$ cat src/hdl/cmd_mode_defines.svh
// Register offsets, reset values and field constants of the command and mode selector.
`ifndef CMD_MODE_DEFINES_SVH
`define CMD_MODE_DEFINES_SVH
// Printed offsets are register indices; byte address is four times the index.
`define IDX_TORQUE_SCALE      16'h2210
`define IDX_TORQUE_OFFSET     16'h2211
`define IDX_TORQUE_CLAMP      16'h2212
`define IDX_TORQUE_FILTER     16'h2213
`define IDX_SPD_LIMIT_SEL     16'h230d
`define IDX_TQ_SPD_LIMIT      16'h230e
`define IDX_PRESET_BASE       16'h2312
`define IDX_PRESET_LAST       16'h2319
`define IDX_VEL_SRC_SEL       16'h231a
`define IDX_CTRL_MODE         16'h3000
`define IDX_TQ_LIMIT_FUNC     16'h2110
`define IDX_SOFT_INPUTS       16'h3f00
`define IDX_STATUS            16'h3f01
`define RST_TORQUE_SCALE      16'h0064
`define RST_TQ_SPD_LIMIT      16'h03e8
`define RST_ZERO16            16'h0000
`define SCALE_MAX             16'sh03e8
`define SCALE_MIN             -16'sh03e8
`define TQ_LIMIT_ANALOG       16'h0004
`define VSRC_ANALOG           2'h0
`define VSRC_TWO_BITS         2'h1
`define VSRC_THREE_BITS       2'h2
`define VSRC_PRESET_ONLY      2'h3
`define SPD_ALL_TWO           3'h3
`define SPD_ALL_THREE         3'h7
`define IDX_LOW_BITS          14
`define PRESET_COUNT          8
`define SCALE_DIV             32'sh000003e8
`define MAX_MOTOR_SPEED_RPM   16'h1770
`define SPD_LIMIT_MAX_BIT     0
`define CM_INDEX              4'h0
`define CM_PULSE              4'h1
`define CM_VEL                4'h2
`define CM_TORQUE             4'h3
`define CM_PULSE_INDEX        4'h4
`define CM_PULSE_VEL          4'h5
`define CM_PULSE_TORQUE       4'h6
`define CM_VEL_TORQUE         4'h7
`define CM_INDEX_VEL          4'h8
`define CM_INDEX_TORQUE       4'h9
`endif

$ cat src/hdl/cmd_mode_pkg.sv
// Types shared by the command and mode selector.
package cmd_mode_pkg;
  typedef enum logic [1:0] {
    OP_INDEX_POS,
    OP_PULSE_POS,
    OP_VELOCITY,
    OP_TORQUE
  } op_mode_t;

  typedef struct packed {
    logic        cyc;
    logic        stb;
    logic        we;
    logic [15:0] adr;
    logic [3:0]  sel;
    logic [31:0] dat;
  } wb_req_t;

  typedef struct packed {
    logic        ack;
    logic        err;
    logic [31:0] dat;
  } wb_rsp_t;

  typedef struct packed {
    logic        use_analog_vel;
    logic [15:0] velocity_cmd;
    logic [15:0] torque_cmd;
    logic        torque_limit_analog;
    logic [15:0] speed_limit;
  } cmd_out_t;
endpackage : cmd_mode_pkg

$ cat src/hdl/servo_command_mode_select.sv
// Command source, torque scaling, speed limit and operating mode selection.
// Functional notes
// (RULE1) Presets used only when source selector 1-3.
// (RULE2) Speed selects from connector pins or software.
// (RULE3) Index from selects, bit0 lowest, picks preset.
// (RULE4) Selector 1: two selects, both on analog.
// (RULE5) Selector 2: all on analog; 0 analog.
// (RULE6) Selector 3: presets only, analog ignored.
// (RULE7) Signed torque scale, +-1000, reset 100.
// (RULE8) Limit function 4: scaled analog torque limit.
// (RULE9) Torque mode: scale gives command at 10V.
// (RULE10) Speed limit: programmed value or motor maximum.
// (RULE11) Programmed speed limit resets to 1000 rpm.
// (RULE12) Mode from control setting and mode input.
// (RULE13) Settings 0-3 fix mode, input ignored.
// (RULE14) Settings 4-6: pulse position, else index/vel/torque.
// (RULE15) Setting 7: velocity, else torque.
// (RULE16) Settings 8-9: index position, else velocity/torque.
// (RULE17) Dual settings start in basic mode.
// (RULE18) Mode and speed inputs synchronised first.
//
// Design decision made here: the Wishbone interface to the registers.
`timescale 1ns/1ps
`include "cmd_mode_defines.svh"
module servo_command_mode_select
  import cmd_mode_pkg::*;
(
  input  wire logic              mclk_in,
  input  wire logic              rst_in,
  input  wire logic              wb_cyc_in,
  input  wire logic              wb_stb_in,
  input  wire logic              wb_we_in,
  input  wire logic [15:0]       wb_adr_in,
  input  wire logic [3:0]        wb_sel_in,
  input  wire logic [31:0]       wb_dat_in,
  output logic                   wb_ack_out,
  output logic                   wb_err_out,
  output logic [31:0]            wb_dat_out,
  input  wire logic [2:0]        io_connector_speed_sel_in,
  input  wire logic              io_connector_mode_sel_in,
  input  wire logic signed [15:0] analog_torque_in,
  output op_mode_t               op_mode_out,
  output cmd_out_t               cmd_out
);
  wb_req_t req;
  assign req = '{cyc: wb_cyc_in, stb: wb_stb_in, we: wb_we_in, adr: wb_adr_in,
                 sel: wb_sel_in, dat: wb_dat_in};

  // Register state.
  logic [15:0] scale_reg, scale_next;
  // Offset, clamp and filter are stored for software only; nothing in this block reads them.
  logic [15:0] toffs_reg, toffs_next;
  logic [15:0] tclamp_reg, tclamp_next;
  logic [15:0] tfilt_reg, tfilt_next;
  logic [15:0] slsel_reg, slsel_next;
  logic [15:0] tqlim_reg, tqlim_next;
  logic [15:0] tqfunc_reg, tqfunc_next;
  logic [1:0]  vsrc_reg, vsrc_next;
  logic [3:0]  cmode_reg, cmode_next;
  logic [3:0]  soft_reg, soft_next;
  logic [15:0] preset_reg [`PRESET_COUNT];
  logic [15:0] preset_next [`PRESET_COUNT];
  logic        ack_reg, ack_next;
  logic        err_reg, err_next;
  logic [31:0] rdat_reg, rdat_next;

  // Input synchronisers.
  // The pins are asynchronous to the drive clock, so only the second stage is read by logic.
  logic [3:0] sync1_reg, sync2_reg;
  logic [3:0] sync1_next, sync2_next;
  always_comb
  begin
    sync1_next = {io_connector_mode_sel_in, io_connector_speed_sel_in}; // [RULE18]
    sync2_next = sync1_reg;
  end
  always_ff @(posedge mclk_in)
  begin
    if (rst_in)
    begin
      sync1_reg <= 4'h0;
      sync2_reg <= 4'h0;
    end
    else
    begin
      sync1_reg <= sync1_next;
      sync2_reg <= sync2_next;
    end
  end

  logic [2:0] speed_sel;
  logic       mode_sel;
  // Either route may drive a select; software bits OR with the pins.
  assign speed_sel = sync2_reg[2:0] | soft_reg[2:0]; // [RULE2]
  assign mode_sel  = sync2_reg[3] | soft_reg[3];

  // Bus decode: one-cycle ack, err for unmapped indices.
  logic        hit;
  logic        mapped;
  logic [15:0] idx;
  logic [15:0] rd_val;
  logic [15:0] wval;
  logic signed [15:0] wsig;
  // A request is not taken in the cycle its answer is shown; one still held after that cycle is answered again.
  assign hit  = req.cyc && req.stb && !ack_reg && !err_reg;
  // Misaligned byte addresses carry their low bits to the top and so hit no register.
  assign idx  = {2'h0, req.adr[15:2]} | {req.adr[1:0], 14'h0};
  // Only sel[1:0] matter; a byte lane left off is written as zero, not kept.
  assign wval = {req.sel[1] ? req.dat[15:8] : 8'h00, req.sel[0] ? req.dat[7:0] : 8'h00};
  assign wsig = wval;

  always_comb
  begin
    mapped = 1'b1;
    rd_val = `RST_ZERO16;
    if (idx >= `IDX_PRESET_BASE && idx <= `IDX_PRESET_LAST)
      rd_val = preset_reg[3'(idx - `IDX_PRESET_BASE)];
    else
    begin
      case (idx)
        `IDX_TORQUE_SCALE:  rd_val = scale_reg;
        `IDX_TORQUE_OFFSET: rd_val = toffs_reg;
        `IDX_TORQUE_CLAMP:  rd_val = tclamp_reg;
        `IDX_TORQUE_FILTER: rd_val = tfilt_reg;
        `IDX_SPD_LIMIT_SEL: rd_val = slsel_reg;
        `IDX_TQ_SPD_LIMIT:  rd_val = tqlim_reg;
        `IDX_TQ_LIMIT_FUNC: rd_val = tqfunc_reg;
        `IDX_VEL_SRC_SEL:   rd_val = {14'h0, vsrc_reg};
        `IDX_CTRL_MODE:     rd_val = {12'h0, cmode_reg};
        `IDX_SOFT_INPUTS:   rd_val = {12'h0, soft_reg};
        `IDX_STATUS:        rd_val = {9'h0, cmd_out.use_analog_vel, mode_sel, speed_sel,
                                      op_mode_out};
        default:            mapped = 1'b0;
      endcase
    end
  end

  always_comb
  begin
    scale_next  = scale_reg;
    toffs_next  = toffs_reg;
    tclamp_next = tclamp_reg;
    tfilt_next  = tfilt_reg;
    slsel_next  = slsel_reg;
    tqlim_next  = tqlim_reg;
    tqfunc_next = tqfunc_reg;
    vsrc_next   = vsrc_reg;
    cmode_next  = cmode_reg;
    soft_next   = soft_reg;
    for (int i = 0; i < `PRESET_COUNT; i++)
      preset_next[i] = preset_reg[i];
    ack_next  = hit && mapped;
    err_next  = hit && !mapped;
    // Read data is zero outside an answer, so a stray sample never shows stale data.
    rdat_next = (hit && mapped && !req.we) ? {16'h0, rd_val} : 32'h0;
    if (hit && mapped && req.we)
    begin
      if (idx >= `IDX_PRESET_BASE && idx <= `IDX_PRESET_LAST)
        preset_next[3'(idx - `IDX_PRESET_BASE)] = wval;
      else
      begin
        case (idx)
          `IDX_TORQUE_SCALE:
            // Out-of-range factors are clamped to keep the product bounded.
            if (wsig > `SCALE_MAX)
              scale_next = `SCALE_MAX; // [RULE7]
            else if (wsig < `SCALE_MIN)
              scale_next = `SCALE_MIN; // [RULE7]
            else
              scale_next = wval; // [RULE7]
          `IDX_TORQUE_OFFSET: toffs_next  = wval;
          `IDX_TORQUE_CLAMP:  tclamp_next = wval;
          `IDX_TORQUE_FILTER: tfilt_next  = wval;
          `IDX_SPD_LIMIT_SEL: slsel_next  = wval;
          `IDX_TQ_SPD_LIMIT:  tqlim_next  = wval;
          `IDX_TQ_LIMIT_FUNC: tqfunc_next = wval;
          `IDX_VEL_SRC_SEL:   vsrc_next   = wval[1:0];
          `IDX_CTRL_MODE:     cmode_next  = wval[3:0];
          `IDX_SOFT_INPUTS:   soft_next   = wval[3:0]; // [RULE2]
          // The status word is read-only; a write to it is answered and dropped.
          default:            soft_next   = soft_reg;
        endcase
      end
    end
  end

  always_ff @(posedge mclk_in)
  begin
    if (rst_in)
    begin
      scale_reg  <= `RST_TORQUE_SCALE; // [RULE7]
      toffs_reg  <= `RST_ZERO16;
      tclamp_reg <= `RST_ZERO16;
      tfilt_reg  <= `RST_ZERO16;
      slsel_reg  <= `RST_ZERO16;
      tqlim_reg  <= `RST_TQ_SPD_LIMIT; // [RULE11]
      tqfunc_reg <= `RST_ZERO16;
      vsrc_reg   <= `VSRC_ANALOG;
      cmode_reg  <= `CM_INDEX;
      soft_reg   <= 4'h0;
      for (int i = 0; i < `PRESET_COUNT; i++)
        preset_reg[i] <= `RST_ZERO16;
      ack_reg  <= 1'b0;
      err_reg  <= 1'b0;
      rdat_reg <= 32'h0;
    end
    else
    begin
      scale_reg  <= scale_next;
      toffs_reg  <= toffs_next;
      tclamp_reg <= tclamp_next;
      tfilt_reg  <= tfilt_next;
      slsel_reg  <= slsel_next;
      tqlim_reg  <= tqlim_next;
      tqfunc_reg <= tqfunc_next;
      vsrc_reg   <= vsrc_next;
      cmode_reg  <= cmode_next;
      soft_reg   <= soft_next;
      for (int i = 0; i < `PRESET_COUNT; i++)
        preset_reg[i] <= preset_next[i];
      ack_reg  <= ack_next;
      err_reg  <= err_next;
      rdat_reg <= rdat_next;
    end
  end
  assign wb_ack_out = ack_reg;
  assign wb_err_out = err_reg;
  assign wb_dat_out = rdat_reg;

  // Operating mode; a dual setting falls to its basic mode while the input is off,
  // which also covers power-up since the synchroniser resets to off.
  op_mode_t mode_reg, mode_next;
  always_comb
  begin
    case (cmode_reg) // [RULE12]
      `CM_INDEX:        mode_next = OP_INDEX_POS; // [RULE13]
      `CM_PULSE:        mode_next = OP_PULSE_POS; // [RULE13]
      `CM_VEL:          mode_next = OP_VELOCITY; // [RULE13]
      `CM_TORQUE:       mode_next = OP_TORQUE; // [RULE13]
      `CM_PULSE_INDEX:  mode_next = mode_sel ? OP_INDEX_POS : OP_PULSE_POS; // [RULE14] [RULE17]
      `CM_PULSE_VEL:    mode_next = mode_sel ? OP_VELOCITY : OP_PULSE_POS; // [RULE14]
      `CM_PULSE_TORQUE: mode_next = mode_sel ? OP_TORQUE : OP_PULSE_POS; // [RULE14]
      `CM_VEL_TORQUE:   mode_next = mode_sel ? OP_TORQUE : OP_VELOCITY; // [RULE15] [RULE17]
      `CM_INDEX_VEL:    mode_next = mode_sel ? OP_VELOCITY : OP_INDEX_POS; // [RULE16]
      `CM_INDEX_TORQUE: mode_next = mode_sel ? OP_TORQUE : OP_INDEX_POS; // [RULE16]
      // Codes 10 to 15 are undefined; the last mode is held rather than guessed.
      default:          mode_next = mode_reg;
    endcase
  end

  // Registered once after the two-stage synchroniser, so a pin change reaches the mode on the third edge.
  always_ff @(posedge mclk_in)
  begin
    if (rst_in)
      mode_reg <= OP_INDEX_POS;
    else
      mode_reg <= mode_next;
  end

  // Command outputs.
  cmd_out_t    cmd_reg, cmd_next;
  logic        analog_vel;
  logic signed [31:0] tq_prod;
  always_comb
  begin
    // Selector 1 ignores the third select; its all-on pair means analog.
    case (vsrc_reg)
      `VSRC_ANALOG:      analog_vel = 1'b1; // [RULE5]
      `VSRC_TWO_BITS:    analog_vel = ({1'b0, speed_sel[1:0]} == `SPD_ALL_TWO); // [RULE4]
      `VSRC_THREE_BITS:  analog_vel = (speed_sel == `SPD_ALL_THREE); // [RULE5]
      `VSRC_PRESET_ONLY: analog_vel = 1'b0; // [RULE6]
      default:           analog_vel = 1'b1;
    endcase
    // Full scale input of 10 V maps to the scale value in tenths of a percent.
    // A 16 by 16 bit product fits 32 bits; the division truncates toward zero.
    tq_prod = 32'(analog_torque_in) * 32'($signed(scale_reg)); // [RULE9]
    cmd_next.use_analog_vel = analog_vel; // [RULE1]
    if (vsrc_reg == `VSRC_TWO_BITS)
      cmd_next.velocity_cmd = preset_reg[{1'b0, speed_sel[1:0]}]; // [RULE4]
    else
      cmd_next.velocity_cmd = preset_reg[speed_sel]; // [RULE3]
    // Zero while analog is selected, so no stale preset reaches the velocity loop.
    if (analog_vel)
      cmd_next.velocity_cmd = `RST_ZERO16; // [RULE1]
    cmd_next.torque_cmd = 16'(tq_prod / `SCALE_DIV); // [RULE9]
    cmd_next.torque_limit_analog = (mode_reg != OP_TORQUE) &&
                                   (tqfunc_reg == `TQ_LIMIT_ANALOG); // [RULE8]
    // Driven in every mode so the loop sees no step when torque operation starts.
    cmd_next.speed_limit = slsel_reg[`SPD_LIMIT_MAX_BIT] ? `MAX_MOTOR_SPEED_RPM : tqlim_reg; // [RULE10]
  end

  always_ff @(posedge mclk_in)
  begin
    // Outputs are registered so every consumer sees one settled value per clock.
    if (rst_in)
    begin
      cmd_reg  <= '0;
    end
    else
    begin
      cmd_reg  <= cmd_next;
    end
  end
  assign op_mode_out = mode_reg;
  assign cmd_out     = cmd_reg;
endmodule : servo_command_mode_select

$ cat config.mk
export PLATFORM = sky130hd
export DESIGN_NAME = servo_command_mode_select
export DESIGN_NICKNAME = d
export VERILOG_FILES = /design/src/hdl/cmd_mode_pkg.sv /design/src/hdl/servo_command_mode_select.sv
export VERILOG_INCLUDE_DIRS = /design/src /design/src/hdl
export SDC_FILE = /design/constraint.sdc
export NUM_CORES = 2
export LEC_CHECK = 0
export ABC_AREA = 1
export ABC_CLOCK_PERIOD_IN_PS = 50500
export BUFFER_PORTS_ARGS = -buffer_cell sky130_fd_sc_hd__buf_2
export CORE_UTILIZATION = 55
export CTS_BUF_LIST = sky130_fd_sc_hd__clkbuf_8
export DETAILED_ROUTE_END_ITERATION = 16
export PLACE_DENSITY = 0.74
export SLEW_MARGIN = 30
export SYNTH_ARGS = -nofsm -noshare
export SYNTH_HDL_FRONTEND = slang
export SYNTH_SLANG_ARGS = --single-unit
$ cat constraint.sdc
create_clock -name mclk_in -period 50.5 [get_ports mclk_in]
set_input_delay 7.575 -clock mclk_in [delete_from_list [all_inputs] [get_ports mclk_in]]
set_output_delay 7.575 -clock mclk_in [all_outputs]
set_load 0.005 [all_outputs]
# Word-level counts from Yosys, hierarchy flattened
# Memory sizes are Yosys's and may differ from the RTL's.
# Index checks and enable logic that the tools add are counted.
totals:
  register_bits: 216
  latch_bits: 0
  ram_bits: 128
  mem_bits_ro: 0
  in_bits: 77
  out_inout_bits: 86
  n_memories: 1
classes:
  addsub: 1
  n_mul: 1
  div_mod_pow: 1
  order_cmp: 6
  n_eq_ne: 27
  shift: 0
  muxes: 34
  n_bitwise: 14
  n_reduce_logical: 31
memory_table:
  columns: ["name", "words", "word_bits", "read_ports", "rd_ports_with_merged_regs", "wr", "line", "text"]
  rows:
  - ["preset_reg", 8, 16, 11, 0, 8, "servo_command_mode_select.sv:61", "logic [15:0] preset_reg [`PRESET_COUNT];"]
op_table:
  columns: ["operator", "n"]
  rows:
  - ["128-bit 2-to-1 mux", 2]
  - ["16-bit 2-to-1 mux", 13]
  - ["16-bit by 14-bit equality test with 1-bit output, second input constant", 11]
  - ["16-bit one-hot mux with 11 select lines", 1]
  - ["128-bit bitwise mux", 1]
  - ["16-bit demux with 3-bit select", 1]
  - ["32-bit by 11-bit divider with 32-bit output, second input constant", 1]
  - ["16-bit by 16-bit multiplier with 32-bit output", 1]
  - ["3-bit AND reduction", 10]
  - ["2-bit one-hot mux with 10 select lines", 1]
  - ["16-bit by 3-bit equality test with 1-bit output, second input constant", 1]
  - ["4-bit by 3-bit equality test with 1-bit output, second input constant", 4]
  - ["16-bit by 14-bit greater-or-equal comparator with 1-bit output, second input constant", 1]
  - ["16-bit by 11-bit greater-than comparator with 1-bit output, second input constant", 1]
  - ["16-bit by 14-bit less-or-equal comparator with 1-bit output, second input constant", 1]
  - ["16-bit by 11-bit < comparator with 1-bit output, second input constant", 1]
  - ["8-bit 2-to-1 mux", 2]
  - ["14-bit by 16-bit bitwise OR with 16-bit output", 1]
  - ["13-bit 2-to-1 mux", 1]
  - ["11-bit OR reduction", 1]
  - ["1-bit logical AND", 10]
  - ["10-bit nonzero test", 1]
  - ["1-bit bitwise OR", 9]
  - ["4-bit by 2-bit equality test with 1-bit output, second input constant", 2]
  - ["19 further kinds", 37]

# Logic depth before layout (Yosys ltp)
depth:
  word_depth: 11
  mapped_depth: 171
  depth_no_buf: 169

# Worst setup path after synthesis
# No wires, ideal clock.
synth_timing:
  path_kind: "input -> register"
  startpoint: "input analog_torque_in[15]"
  endpoint: "register cmd_reg (netlist bit cmd_out[31])"
  t_arrival_ps: 24284
  required_ps: 50380
  slack_ps: 26096
  cell_stages: 149
  n_path_buf: 2
  path_cell_list: "clkbuf_1 -> nand2_1 -> inv_1 -> fa_1 -> inv_1 -> fa_1 -> inv_1 -> fa_1 -> fa_1 -> fa_1 -> inv_1 -> fa_1 -> inv_1 -> ha_1 -> nand2_1 -> nor2_1 -> nand2_1 -> nor3_2 -> (+113 left out) -> nand3_2 -> nand2_4 -> nand2_4 -> xor2_2 -> nand2_2 -> nor2_1 -> nor2_2 -> nand3_2 -> nand2_2 -> inv_4 -> ha_1 -> nand3_1 -> nor3_2 -> nand2_1 -> nand2_1 -> o21ai_1 -> o21ai_0 -> a21oi_1"
synth_via:
  elab_chain_cells: 2
synth_lines:
  columns: ["item", "line", "text"]
  rows:
  - ["start, declared", "servo_command_mode_select.sv:41", "input wire logic signed [15:0] analog_torque_in,"]
  - ["16-bit by 16-bit multiplier with 32-bit output", "servo_command_mode_select.sv:275", "tq_prod = 32'(analog_torque_in) * 32'($signed(scale_reg));"]
  - ["32-bit by 11-bit divider with 32-bit output (no source line)", null, null]
  - ["end signal, assigned", "servo_command_mode_select.sv:300", "cmd_reg <= cmd_next;"]
  - ["end, declared", "servo_command_mode_select.sv:260", "cmd_out_t cmd_reg, cmd_next;"]
# No other way between the ends.
# A chain may end at the register's enable or synchronous reset.

# Final worst setup path
# Same ends and word-level chain as after synthesis.

==> impl_metrics.env <==
export IMPL_slowest_delay_ps=560
export IMPL_dieWidth_um=245
export IMPL_status="completed"
export IMPL_start_kind="input port"
export IMPL_cts_setup_buffers=0
export IMPL_hold_class="reg -> reg"
export IMPL_cts_inserted_buffers=48
export IMPL_reg2regPathDepth=151
export IMPL_cts_resized=0
export IMPL_gp_congestion=0.906
export IMPL_r2r_start="scale_reg[4]"
export IMPL_syn_cell_area_mm2=0.0324
export IMPL_tightest_slew_ps=1220
export IMPL_avgSynthCellArea_um2=7.01
export IMPL_first_pass_iters=13
export IMPL_layout_commonest_cell="inv_1"
export IMPL_yosysSeqAreaShare_pct=20.3
export IMPL_critPathKind="in -> reg"
export IMPL_ctsHoldBuffers=0
export IMPL_worst_path_max_fanout=46
export IMPL_yosysTopAreaCell="dfxtp_1"
export IMPL_vias=29800
export IMPL_period_needed_ps=26750
export IMPL_ys_ff_latch=328
export IMPL_rsz0062_at_grt="no"
export IMPL_ys_flop_type="dfxtp_1"
export IMPL_hp_start="sync1_reg[2]"
export IMPL_crit_arrival_ps=27230
export IMPL_ys_types=82
export IMPL_finalSetupViolCount=0
export IMPL_numClockSinks=328
export IMPL_ant_nets=0
export IMPL_finalHoldViolations=0
export IMPL_path_clk_slew_ps=60
export IMPL_relSlewSlack_pct=16.8
export IMPL_drt_iter0_markers=2418
export IMPL_crit_slowest_cell="fa_1"
export IMPL_hpwl_mm=65.8
export IMPL_fin_skew_ps=40.2
export IMPL_routedWlPerCell_um=16.3
export IMPL_clk_latency_ps=620
export IMPL_drc_errors=0
export IMPL_rows=88
export IMPL_cts_htree_levels=2
export IMPL_final_cell_mix="856 x inv_1, 819 x nand2_1, 363 x nor2_1, 326 x dfxtp_1, 283 x a21oi_1"
export IMPL_async_flop_share_pct=0
export IMPL_final_max_slew_violation_count=0
export IMPL_seq_area_mm2=0.00657
export IMPL_cp_end_kind="register"
export IMPL_fin_setup_tns_ps=0
export IMPL_gr_total_overflow=0
export IMPL_fill_cells=5543
export IMPL_syn2layout_area_growth_pct=6.08
export IMPL_fmax_ghz=0.0374
export IMPL_grt_max_degree=67
export IMPL_maxCapViolCount=0
export IMPL_synth_top_area_share_pct=20.3
export IMPL_die_y_um=245
export IMPL_grt_pass1_wl_mm=145
export IMPL_cts_path_max_buffers=3
export IMPL_wl_mm=88.4
export IMPL_io_buffers=128
export IMPL_largest_register_ffs=128
export IMPL_start_util_pct=55.9
export IMPL_synth_area_leaders="dfxtp_1 20%, fa_1 16%, inv_1 9.8%, nand2_1 9.5%, a21oi_1 4.4%"
export IMPL_gr_usage_all_layers_pct=29.7
export IMPL_cp_required_ps=50970
export IMPL_fin_crit_sh_pct=53.0
export IMPL_dieArea_mm2=0.0599
export IMPL_r2r_slack_ps=30300
export IMPL_synthCells=4622
export IMPL_fin_nets=5063
export IMPL_cts_tree="done"
export IMPL_drive_above_1_share_pct=15.1
export IMPL_whs_endpoint="sync2_reg[2]"
export IMPL_crit_top_cell="nand2_2"
export IMPL_grt_pass1_vias=28400
export IMPL_boundaryPins=163
export IMPL_core_mm2=0.0579
export IMPL_r2r_end="cmd_out[31]"
export IMPL_synth_edf_count=0
export IMPL_ys_warn_count=0
export IMPL_root_buffer="clkbuf_8"
export IMPL_antenna_found_initial=2
export IMPL_multi_input_area_mm2=0.0215
export IMPL_vias_per_cell=5.49
export IMPL_hold_depth=2
==> metrics by stage <==
| stage | worst slack (ps) | hold WS, ps | util [%] | instance area, µm² | instances |
|---|---|---|---|---|---|
| after floorplan | 26100 | 388 | - | 32500 | 4637 |
| after global routing | 21680 | 431 | 59.4 | 34400 | 5432 |
| after detailed placement | 23090 | 397 | 57.7 | 33400 | 5350 |
| after CTS | 23680 | 411 | 59.3 | 34400 | 5431 |
| after global placement | 23400 | 406 | 57.7 | 33400 | 5350 |
| final | 23750 | 412 | 59.4 | 34400 | 5432 |
==> critical path, delay by kind of cell <==
family | cells | cell delay (ps)
buf+inv | 20 | 2220
fa+ha+maj | 8 | 3660
simple gates | 118 | 12770
compound gates | 6 | 940
==> final cells by class <==
class,count,share of cell area (%)
Inverter,917,10.2
Clock buffer,61,2.44
Timing Repair Buffer,163,2.64
Multi-Input combinational cell,3177,62.5
Antenna cell,1,0.00728
Sequential cell,328,19.1
Clock inverter,20,0.317
Tap cell,765,2.78
==> per-layer routing <==
layer	wire length (µm)	up-vias	GRT usage [%]
li1	-	14600	-
met1	37100	13900	38.1
met2	41200	1130	50.4
met3	6390	230	3.12
met4	3680	2	12.6
met5	13	-	0
==> how the worst max path moves through the flow <==
| stage | from | endpoint | depth (start not counted) |
|---|---|---|---|
| after floorplan | analog_torque_in[15] | cmd_out[31] | 149 |
| after global placement | analog_torque_in[15] | cmd_out[31] | 151 |
| after detailed placement | analog_torque_in[15] | cmd_out[31] | 147 |
| after CTS | analog_torque_in[15] | cmd_out[31] | 147 |
| after global routing | analog_torque_in[15] | cmd_out[31] | 146 |
| final | analog_torque_in[15] | cmd_out[31] | 152 |
==> cell usage after synthesis (31+ instances only) <==
library cell / number
a211oi_1: 75
a21oi_1: 284
clkbuf_1: 185
dfxtp_1: 328
fa_1: 262
ha_1: 89
inv_1: 845
inv_2: 44
nand2_1: 819
nand2_2: 176
nand2_4: 62
nand3_1: 171
nand3_2: 42
nand4_1: 58
nor2_1: 375
nor2_2: 35
nor3_1: 39
o21a_1: 31
o21ai_0: 279
o21ai_1: 33
xor2_1: 57
==> kinds of logic (layout without fill, tap and decap cells) <==
| logic type | Yosys count | count (layout) | synth area share (%) |
|---|---|---|---|
| fa+ha+maj | 351 | 351 | 19.6 |
| other cells | 1 | 17 | 0.0116 |
| xor+xnor | 67 | 67 | 1.83 |
| compound gates | 879 | 879 | 16.1 |
| simple gates | 1864 | 1864 | 28.5 |
| buf+inv | 1132 | 1161 | 13.7 |
| flops | 328 | 328 | 20.3 |
Power is left out: the tool's default activity adds up to more than one toggle a clock period on the data nets, which glitch-free logic cannot reach.
